==> config.mk <==
export PLATFORM = sky130hd
export DESIGN_NAME = apdu_top
export DESIGN_NICKNAME = d
export VERILOG_FILES = /design/src/logic/apdu_pkg.sv /design/src/logic/apdu_strobe_watch.sv /design/src/logic/apdu_top.sv
export SDC_FILE = /design/constraint.sdc
export NUM_CORES = 1
export LEC_CHECK = 0
export BUFFER_PORTS_ARGS = -buffer_cell sky130_fd_sc_hd__buf_2
export CAP_MARGIN = 20
export CORE_MARGIN = 2
export CORE_UTILIZATION = 41
export CTS_CLUSTER_DIAMETER = 50
export DETAILED_ROUTE_END_ITERATION = 10
export GPL_TIMING_DRIVEN = 1
export HOLD_SLACK_MARGIN = 0.03
export PLACE_DENSITY = 0.76
export SLEW_MARGIN = 40
export SYNTH_ARGS = -nofsm -noshare
export SYNTH_HDL_FRONTEND = slang
export SYNTH_SLANG_ARGS = --single-unit
==> constraint.sdc <==
create_clock -name clock -period 1.13 [get_ports clock]
set_input_delay 0.113 -clock clock [delete_from_list [all_inputs] [get_ports clock]]
set_output_delay 0.113 -clock clock [all_outputs]
set_load 0.01 [all_outputs]
==> src/logic/apdu_pkg.sv <==
package apdu_pkg;
  // ****************************************
  // inactivity counter
  // ****************************************
  localparam int APDU_CNT_W = 4;
  localparam logic [3:0] APDU_IDLE_LIMIT = 4'hF;
  localparam logic [3:0] APDU_CNT_RESET = 4'h0;
  // ****************************************
  // first power-mode register fields
  // ****************************************
  localparam int APDU_PM0_TURBO_OFF = 3;
  localparam int APDU_PM0_CLK_ARRAY_BLK = 4;
  localparam int APDU_PM0_CLK_MCELL_BLK = 5;
  localparam logic [7:0] APDU_PM0_RESET = 8'h00;
  // ****************************************
  // second power-mode register fields
  // ****************************************
  localparam int APDU_PM2_ADDR_LOW_BLK = 0;
  localparam int APDU_PM2_CNTL0_BLK = 2;
  localparam int APDU_PM2_CNTL1_BLK = 3;
  localparam int APDU_PM2_CNTL2_BLK = 4;
  localparam int APDU_PM2_STROBE_BLK = 5;
  localparam int APDU_PM2_WRH_BLK = 6;
  localparam logic [7:0] APDU_PM2_RESET = 8'h00;
  // ****************************************
  // port functions
  // ****************************************
  typedef enum logic [2:0] {
    APDU_FN_HOST_IO,
    APDU_FN_LOGIC_OUT,
    APDU_FN_ADDR_OUT,
    APDU_FN_DATA_PORT,
    APDU_FN_PERIPH_IO
  } apdu_fn_e;
  typedef enum logic {
    APDU_RUN,
    APDU_DOWN
  } apdu_state_e;
endpackage : apdu_pkg

==> src/logic/apdu_strobe_watch.sv <==
`timescale 1ns/1ps
// ****************************************
// strobe activity detector and idle counter
// ****************************************
module apdu_strobe_watch
  import apdu_pkg::*;
#(
  parameter int CNT_W = APDU_CNT_W
) (
  input wire logic clock,
  input wire logic resetn,
  input wire logic enable,
  input wire logic polarity,
  input wire logic strobe,
  output logic strobe_toggle,
  output logic idle_done
);
  logic strobe_q;
  logic [CNT_W-1:0] count;

  // previous strobe level
  always_ff @(posedge clock or negedge resetn) begin
    if (!resetn) begin
      strobe_q <= 1'b0;
    end else begin
      strobe_q <= strobe;
    end
  end

  assign strobe_toggle = strobe ^ strobe_q;

  // idle counter, steady at active level only
  always_ff @(posedge clock or negedge resetn) begin
    if (!resetn) begin
      count <= CNT_W'(APDU_CNT_RESET);
    end else if (!enable || strobe_toggle) begin
      count <= CNT_W'(APDU_CNT_RESET);
    end else if (strobe == polarity && count != CNT_W'(APDU_IDLE_LIMIT)) begin
      count <= count + CNT_W'(1);
    end
  end

  assign idle_done = enable && !strobe_toggle && strobe == polarity
    && count == CNT_W'(APDU_IDLE_LIMIT);
endmodule : apdu_strobe_watch

==> src/logic/apdu_top.sv <==
`timescale 1ns/1ps
// Notes on behaviour
// - enabled unit counts idle strobe time
// - fifteen idle clocks raise powerdown flag
// - enabling unit also enables powerdown
// - strobe toggling ends powerdown
// - chip select low or reset wakes
// - powerdown blocks bus, deselects memories
// - memories standby, logic stays active
// - pin behaviour per function in powerdown
// - clock block leaves counter clocked
// - logic clock drives macrocells and counter
// - chip select high disables memories and io registers only
// - set blocking bits gate signals
// - unused signals blocked by configuration
// - turbo bit one means turbo off
// - powerdown leaves logic arrays unchanged
// - count only steady at polarity level
// - turbo control is bit 3
// - bits 4,5 block clock paths
module apdu_top
  import apdu_pkg::*;
#(
  parameter int ADDR_W = 16,
  parameter int DATA_W = 16,
  parameter int PINS = 8
) (
  input wire logic clock,
  input wire logic resetn,
  input wire logic host_reset,
  input wire logic apd_enable,
  input wire logic strobe_polarity,
  input wire logic host_address_strobe,
  input wire logic chip_select_n,
  input wire logic pm_write_first,
  input wire logic pm_write_second,
  input wire logic [7:0] pm_write_data,
  input wire logic cfg_addr_low_unused,
  input wire logic cfg_cntl_unused,
  input wire logic [ADDR_W-1:0] host_addr,
  input wire logic [DATA_W-1:0] host_data,
  input wire logic [2:0] bus_control_inputs,
  input wire logic high_byte_write_enable,
  input wire logic [PINS-1:0] pin_out_value,
  input wire logic [PINS-1:0] pin_out_enable,
  input wire logic [PINS*3-1:0] pin_function,
  output logic powerdown_flag,
  output logic [7:0] power_mode_reg_first,
  output logic [7:0] power_mode_reg_second,
  output logic memory_select,
  output logic memory_standby,
  output logic io_register_select,
  output logic [ADDR_W-1:0] mem_addr,
  output logic [DATA_W-1:0] mem_data,
  output logic [ADDR_W-1:0] array_addr,
  output logic [2:0] array_control,
  output logic array_strobe,
  output logic array_high_byte_we,
  output logic array_clock_enable,
  output logic macrocell_clock_enable,
  output logic turbo_off,
  output logic [PINS-1:0] pin_out,
  output logic [PINS-1:0] pin_oe
);
  apdu_state_e state;
  logic strobe_toggle;
  logic idle_done;
  logic wake;
  logic down;
  logic [ADDR_W-1:0] addr_mask;

  // ****************************************
  // idle watch on the logic clock
  // ****************************************
  // the counter always runs on clock; clock block bits never gate it
  apdu_strobe_watch #(
    .CNT_W(APDU_CNT_W)
  ) u_watch (
    .clock(clock),
    .resetn(resetn),
    .enable(apd_enable),
    .polarity(strobe_polarity),
    .strobe(host_address_strobe),
    .strobe_toggle(strobe_toggle),
    .idle_done(idle_done)
  );

  // ****************************************
  // powerdown state
  // ****************************************
  assign wake = strobe_toggle || !chip_select_n || host_reset;

  // enable alone arms powerdown, nothing else needed
  always_ff @(posedge clock or negedge resetn) begin
    if (!resetn) begin
      state <= APDU_RUN;
    end else begin
      unique case (state)
        APDU_RUN: begin
          if (idle_done && !wake) begin
            state <= APDU_DOWN;
          end
        end
        APDU_DOWN: begin
          if (wake || !apd_enable) begin
            state <= APDU_RUN;
          end
        end
      endcase
    end
  end

  assign down = (state == APDU_DOWN);

  // ****************************************
  // power-mode registers
  // ****************************************
  // host writes at run time; cleared only by power-on reset
  always_ff @(posedge clock or negedge resetn) begin
    if (!resetn) begin
      power_mode_reg_first <= APDU_PM0_RESET;
    end else if (pm_write_first) begin
      power_mode_reg_first <= pm_write_data;
    end
  end

  always_ff @(posedge clock or negedge resetn) begin
    if (!resetn) begin
      power_mode_reg_second <= APDU_PM2_RESET;
    end else if (pm_write_second) begin
      power_mode_reg_second <= pm_write_data;
    end
  end

  // ****************************************
  // memory side
  // ****************************************
  // chip select high disables memories and io space, not the arrays
  always_ff @(posedge clock or negedge resetn) begin
    if (!resetn) begin
      powerdown_flag <= 1'b0;
      memory_select <= 1'b0;
      memory_standby <= 1'b1;
      io_register_select <= 1'b0;
      mem_addr <= '0;
      mem_data <= '0;
    end else begin
      powerdown_flag <= down;
      memory_select <= !down && !chip_select_n;
      memory_standby <= down || chip_select_n;
      io_register_select <= !down && !chip_select_n;
      if (!down) begin
        mem_addr <= host_addr;
        mem_data <= host_data;
      end
    end
  end

  // ****************************************
  // logic array inputs
  // ****************************************
  assign addr_mask = (power_mode_reg_second[APDU_PM2_ADDR_LOW_BLK] || cfg_addr_low_unused)
    ? {{(ADDR_W-8){1'b1}}, 8'h00} : '1;

  // bus frozen in powerdown, blocking bits hold signals low
  always_ff @(posedge clock or negedge resetn) begin
    if (!resetn) begin
      array_addr <= '0;
      array_control <= 3'h0;
      array_strobe <= 1'b0;
      array_high_byte_we <= 1'b0;
    end else if (!down) begin
      array_addr <= host_addr & addr_mask;
      array_control[0] <= bus_control_inputs[0] && !cfg_cntl_unused
        && !power_mode_reg_second[APDU_PM2_CNTL0_BLK];
      array_control[1] <= bus_control_inputs[1] && !cfg_cntl_unused
        && !power_mode_reg_second[APDU_PM2_CNTL1_BLK];
      array_control[2] <= bus_control_inputs[2] && !cfg_cntl_unused
        && !power_mode_reg_second[APDU_PM2_CNTL2_BLK];
      array_strobe <= host_address_strobe && !cfg_cntl_unused
        && !power_mode_reg_second[APDU_PM2_STROBE_BLK];
      array_high_byte_we <= high_byte_write_enable && !cfg_cntl_unused
        && !power_mode_reg_second[APDU_PM2_WRH_BLK];
    end
  end

  // clock gating and turbo follow the register only, not powerdown
  always_ff @(posedge clock or negedge resetn) begin
    if (!resetn) begin
      array_clock_enable <= 1'b1;
      macrocell_clock_enable <= 1'b1;
      turbo_off <= 1'b0;
    end else begin
      array_clock_enable <= !power_mode_reg_first[APDU_PM0_CLK_ARRAY_BLK];
      macrocell_clock_enable <= !power_mode_reg_first[APDU_PM0_CLK_MCELL_BLK];
      turbo_off <= power_mode_reg_first[APDU_PM0_TURBO_OFF];
    end
  end

  // ****************************************
  // pin behaviour per function
  // ****************************************
  genvar gi;
  generate
    for (gi = 0; gi < PINS; gi++) begin : g_pin
      apdu_fn_e fn;
      assign fn = apdu_fn_e'(pin_function[gi*3 +: 3]);
      // logic outputs keep running, host io holds; data and peripheral float, address outputs go low
      always_ff @(posedge clock or negedge resetn) begin
        if (!resetn) begin
          pin_out[gi] <= 1'b0;
          pin_oe[gi] <= 1'b0;
        end else if (!down || fn == APDU_FN_LOGIC_OUT) begin
          pin_out[gi] <= pin_out_value[gi];
          pin_oe[gi] <= pin_out_enable[gi];
        end else if (fn == APDU_FN_DATA_PORT || fn == APDU_FN_PERIPH_IO) begin
          pin_oe[gi] <= 1'b0;
        end else if (fn == APDU_FN_ADDR_OUT) begin
          pin_out[gi] <= 1'b0;
        end
      end
    end
  endgenerate
endmodule : apdu_top

==> results of run 1 <==
## state kept, by name, indices dropped and copies added (netlist names), 3 cells and up
name	flops
mem_data	16
array_control	3
mem_addr	16
array_addr	8
pin_oe	8
pin_out	8
power_mode_reg_second	8
power_mode_reg_first	8
u_watch.count	4
## metal layers
metal / track usage [%] / share of wire [%]
met5: 0 / 0
met4: 9.17 / 3.0
met3: 5.57 / 6.0
met2: 39.6 / 53
met1: 24.4 / 38
## cells in the mapped netlist, types with 2 or more instances
master / number
o31ai_1: 10
inv_1: 16
mux2_2: 42
nand2b_1: 8
or3_1: 3
a21oi_1: 21
a32o_1: 12
nor2b_1: 8
buf_4: 10
o221ai_1: 8
xnor2_1: 2
buf_2: 11
o21ai_0: 16
nand2_1: 33
dfstp_2: 3
dfrtp_1: 86
nor2_1: 11
a32oi_1: 8
## how the worst max path moves through the flow
stage                            end             start  slack (ns)
finish              u_watch.count[0]  u_watch.count[1]       -0.15
global route        u_watch.count[0]  u_watch.count[1]       -0.19
CTS                 u_watch.count[0]  u_watch.count[0]       -0.12
detailed placement              down  u_watch.count[1]       -0.23
global placement                down  u_watch.count[1]       -0.11
floorplan           u_watch.count[0]  u_watch.count[1]       -0.06
## timing repair
item | 4_1_cts | 5_1_grt
setup endpoints to repair | 47 | 61
gates cloned | 2 | 8
resized for setup | 16 | 25
pin swaps | 5 | 4
hold buffers | 66 | 0
hold endpoints to repair | 157 | 0
buffers inserted | 2 | 4
## through the flow
| stage | setup WS [ns] | hold WS, ns | util [%] | std cells |
|---|---|---|---|---|
| 3_5_place_dp | -0.229 | 0.0643 | 54.0 | 609 |
| 2_1_floorplan | -0.0573 | -0.183 | - | 317 |
| 3_3_place_gp | -0.113 | 0.0565 | 54.0 | 609 |
| 5_1_grt | -0.187 | 0.0558 | 68.0 | 703 |
| 4_1_cts | -0.123 | 0.0415 | 64.8 | 692 |
| 6_report | -0.151 | 0.0599 | 68.0 | 703 |
## cell type report
cell class | count | area (µm²)
fill | 663 | 2920
sequential | 89 | 2230
timing repair buffer | 283 | 2110
multi-input combinational | 190 | 1470
tap | 111 | 139
clock buffer | 10 | 128
inverter | 16 | 60.1
clock inverter | 4 | 53.8
## power groups by stage
stage	combinational, W	sequential [W]	clock, W
final	0.00117	0.00349	0.00212
after global routing	0.00127	0.00352	0.00230
after CTS	0.00113	0.00348	0.00218
after detailed placement	0.000936	0.00354	0
after global placement	0.000907	0.00353	0
after floorplan	0.000287	0.00363	0
## worst max-delay path: stages, from the launching register on
cell     delay [ns]
dfrtp_1        0.41
ha_2           0.18
and3_4         0.17
or3_4          0.33
a21oi_2        0.13
## cell families after synthesis
logic type	after synthesis	synth area share [%]
xor+xnor	3	0.695
buf+inv	38	5.13
compound gates	76	13.9
flops	89	59.0
mux	42	12.5
fa+ha+maj	1	0.331
simple gates	68	8.41
==> flow_summary.yaml, run 1 <==
logic_synthesis:
  synthesis.nets: 413
  yosysUniqueCellTypes: 27
  yosysSeqAreaShare_pct: 59.0
  synth_warnings: 0
  synth_top_area_cell: "dfrtp_1"
  syn_area_mm2: 0.00378
  synth_area_leaders: "dfrtp_1, mux2_2, nand2_1"
  synthCells: 317
  synth_seq_cells: 89
  synth_ff_type: "dfrtp_1"
  avgSynthCellArea_um2: 11.9
  synth-edff-count: 0
  async_flop_share_pct: 100
  synth_top_area_share_pct: 56.9
timing:
  rsz0062_at_grt: "true"
  min_period_ns: 1.28
  skew_ns: 0.00979
  slew_violations: 0
  fmax_mhz: 781
  finalWorstSetupSlack_ns: -0.151
  setup_viol: 61
  period_share_pct: 113
  maxSlewHeadroom_pct: 67.9
  finalHoldViolations: 0
  tns_ns: -4.78
  tightest_slew_ns: 0.480
power_and_ir_drop:
  ir_worst_vdd_v: 0.000868
  power.internal_w: 0.00500
  p_switching_w: 0.00178
  clock_power_share_pct: 31.2
  power.density_mw_per_mm2: 1090
  power_frac_seq_pct: 51.5
  p_leak_nw: 2.95
  finalPower_w: 0.00678
  p_comb_share_pct: 17.2
  switching_share_pct: 26.2
clock_network:
  tritoncts.num_buffers: 9
  clk_pin_slew_ns: 0.09
  cts_tree: "yes"
  cts_buffer_depth: 2
  cts.sinks: 89
  worstSkewPairLatency_ns: 0.35
  clock-root-buffer: "clkbuf_8"
  cts-htree-levels: 3
final_layout:
  fin_area_mm2: 0.00619
  final_common_cell: "buf_2"
  final_nets: 685
  most-common-layout-cells: "buf_2, dfrtp_1, dlygate4sd3_1"
  layout-drive-gt1-share_pct: 49.7
  antennaDiodeCount: 0
  area_growth_pct: 63.9
min_path:
  hold_end: "pin_out[6]"
  hold_class: "in -> reg"
  min_path_cells: 2
  hp-start: "pin_function[19]"
place:
  hpwl_mm: 7.06
  placed_area_mm2: 0.00492
  gp_congestion: 0.732
  portBuffers: 186
critical_path:
  reg2reg_setup_slack_ns: -0.15
  r2r-end: "u_watch.count[0]"
  reg2reg_from: "u_watch.count[1]"
  worstPathMaxFanout: 4
  end_kind: "flip-flop"
  r2r_cells: 4
  critPathKind: "reg -> reg"
  cp.arrival_ns: 1.56
  cp.required_ns: 1.41
  crit_path_start_kind: "flip-flop"
detailed_routing:
  finalWirelength_mm: 11.8
  drc: 0
  avgViaCountPerCell: 5.10
  drtIter0Drc: 104
  vias: 3586
  postRouteAntennaNets: 0
  drtPass1Iterations: 4
  wl_per_cell_um: 16.8
run_status:
  violations: "negative setup slack"
  outcome: "complete, but fails checks"
global_routing:
  first_global_vias: 3693
  grt.total_usage_pct: 21.8
  grt_pass1_wl_mm: 17.1
  grt_overflow: 0
  grt_antenna_before_repair: 0
  grt_max_degree: 35
floorplan:
  floorplan.die.height_um: 100
  initial_utilization_pct: 41.5
  die_w_um: 100
  fp.dieArea_mm2: 0.0100
  io-pin-count: 187
  floorplan.rows: 35
  design.core.area_mm2: 0.00911
run:
  cap_violations: 0
No activity file was read; power rests on OpenSTA's default activity.
==> run 2, diff against run 1 <==
Settings changed: CORE_MARGIN 2 to default.
==> run 2 against run 1 <==
The run ends with design-rule violations, negative setup slack left. Flip-flop and latch count is the same. Final cell count is 2.6% lower. Critical endpoint unchanged. Highest routed layer unchanged. Largest power group unchanged. Register-to-register slack improved by 0.03 ns. Die area down 4.0%. Via count is 3.1% lower. Critical path depth is the same. Clock power is 3% lower.
==> flow_summary.yaml, run 2 (synthesis gave the netlist of run 1 again) <==
run_status:
  outcome: "complete, but fails checks"
  violations: "design-rule violations, negative setup slack"
floorplan:
  io-pin-count: 187
  design.core.area_mm2: 0.00881
  floorplan.die.height_um: 98.0
  initial_utilization_pct: 42.9
  floorplan.rows: 34
  die_w_um: 98.0
  fp.dieArea_mm2: 0.00961
timing:
  min_period_ns: 1.25
  period_share_pct: 110
  skew_ns: 0.0171
  finalHoldViolations: 0
  maxSlewHeadroom_pct: 62.3
  rsz0062_at_grt: "true"
  tns_ns: -2.90
  fmax_mhz: 802
  setup_viol: 55
  whs_ns: 0.0338
  finalWorstSetupSlack_ns: -0.117
  slew_violations: 0
  tightest_slew_ns: 0.564
power_and_ir_drop:
  power.density_mw_per_mm2: 1120
  ir_worst_vdd_v: 0.000872
  p_leak_nw: 2.84
global_routing:
  grt_antenna_before_repair: 0
  grt.total_usage_pct: 21.6
  grt_overflow: 0
  grt_pass1_wl_mm: 16.6
  first_global_vias: 3561
  grt_max_degree: 38
critical_path:
  worstPathMaxFanout: 4
  critPathMaxStageDelay_ns: 0.39
  crit_slowest_cell: "dfrtp_1"
  critPathKind: "reg -> reg"
  reg2reg_setup_slack_ns: -0.12
  reg2reg_from: "u_watch.count[0]"
  cp.required_ns: 1.40
  end_kind: "flip-flop"
  cp.arrival_ns: 1.52
  path_cells: "ha_2, and3_4, or3_4, a21oi_2"
  r2r-end: "u_watch.count[0]"
  r2r_cells: 4
  worst-path-buf-inv: 0
  crit_family: "simple AND/OR/NAND/NOR gates"
  crit_path_start_kind: "flip-flop"
place:
  portBuffers: 186
  gp_congestion: 0.788
  hpwl_mm: 6.52
final_layout:
  antennaDiodeCount: 0
  regArea_mm2: 0.00223
  filler_cell_count: 634
  most-common-layout-cells: "buf_2, dfrtp_1, dlygate4sd3_1"
  multiInputGateArea_mm2: 0.00152
  area_growth_pct: 57.6
  fin_util_pct: 67.7
  final_common_cell: "buf_2"
  reg_top3: "mem_addr x16, mem_data x16"
  final_nets: 668
  layout-drive-gt1-share_pct: 49.7
min_path:
  min_path_cells: 3
  hold_end: "pin_out[1]"
  hold_class: "in -> reg"
  hp-start: "pin_out_value[1]"
clock_network:
  cts_tree: "yes"
  worstSkewPairLatency_ns: 0.36
  clock-root-buffer: "clkbuf_8"
  cts.sinks: 89
  tritoncts.num_buffers: 9
  clk_pin_slew_ns: 0.09
  cts-htree-levels: 3
  cts_buffer_depth: 2
detailed_routing:
  finalWirelength_mm: 10.7
  drtPass1Iterations: 7
  drc: 14
  postRouteAntennaNets: 0
  avgViaCountPerCell: 5.07
  vias: 3474
  wl_per_cell_um: 15.6
  drtIter0Drc: 113
run:
  cap_violations: 0
[run 2: per-stage QoR]
stage                     setup slack (ns)  instance area (µm²)  cells  power, W
after floorplan                    -0.0573                 3790    317   0.00391
after global routing                -0.157                 5960    685   0.00698
after CTS                           -0.122                 5780    680   0.00667
after detailed placement           -0.0939                 4850    598   0.00445
final                               -0.117                 5960    685   0.00668
after global placement             -0.0673                 4850    598   0.00441
[run 2: worst max path at each step]
stage                     startpoint                to  slack [ns]  depth (start not counted)
floorplan           u_watch.count[1]  u_watch.count[0]       -0.06                          4
global placement    u_watch.count[1]  u_watch.count[0]       -0.07                          4
detailed placement  u_watch.count[1]  u_watch.count[0]       -0.09                          4
CTS                 u_watch.count[1]  u_watch.count[0]       -0.12                          4
global route        u_watch.count[0]  u_watch.count[0]       -0.16                          4
finish              u_watch.count[0]  u_watch.count[0]       -0.12                          4
[run 2: where the power goes]
| part | switching (W) | internal [W] |
|---|---|---|
| Combinational | 0.000540 | 0.000610 |
| Sequential | 0.000109 | 0.00338 |
| Clock | 0.00121 | 0.000837 |
| Total | 0.00186 | 0.00482 |
[run 2: worst register-to-register path: cells and delay by family (launching register included)]
kind | cells | cell delay, ns
adders and majority gates | 1 | 0.19
DFF | 1 | 0.39
AOI/OAI and AO/OA | 1 | 0.11
and+or+nand+nor | 2 | 0.49
[run 2: repair_timing]
item / 4_1_cts / 5_1_grt
pin swaps: 3 / 3
resized for setup: 10 / 42
setup buffers: 1 / 3
setup endpoints to repair: 25 / 60
cloned: 2 / 2
endpoints found under the hold margin: 164 / 0
hold buffers: 63 / 0
[run 2: final cells by class]
type / count / area share [%]
flip-flops and latches: 89 / 37.5
repair buffers: 266 / 30.7
multi-input cells: 190 / 25.6
well taps: 108 / 2.27
clock buffers: 10 / 2.14
inverters: 16 / 1.01
clock inverters: 6 / 0.861
[run 2: layer usage]
metal | vias to the layer above | wire, µm | GRT usage [%]
li1 | 1630 | - | -
met1 | 1683 | 4150 | 24.8
met2 | 140 | 5670 | 38.7
met3 | 21 | 654 | 5.94
met4 | 0 | 180 | 7.11
met5 | - | 0 | 0
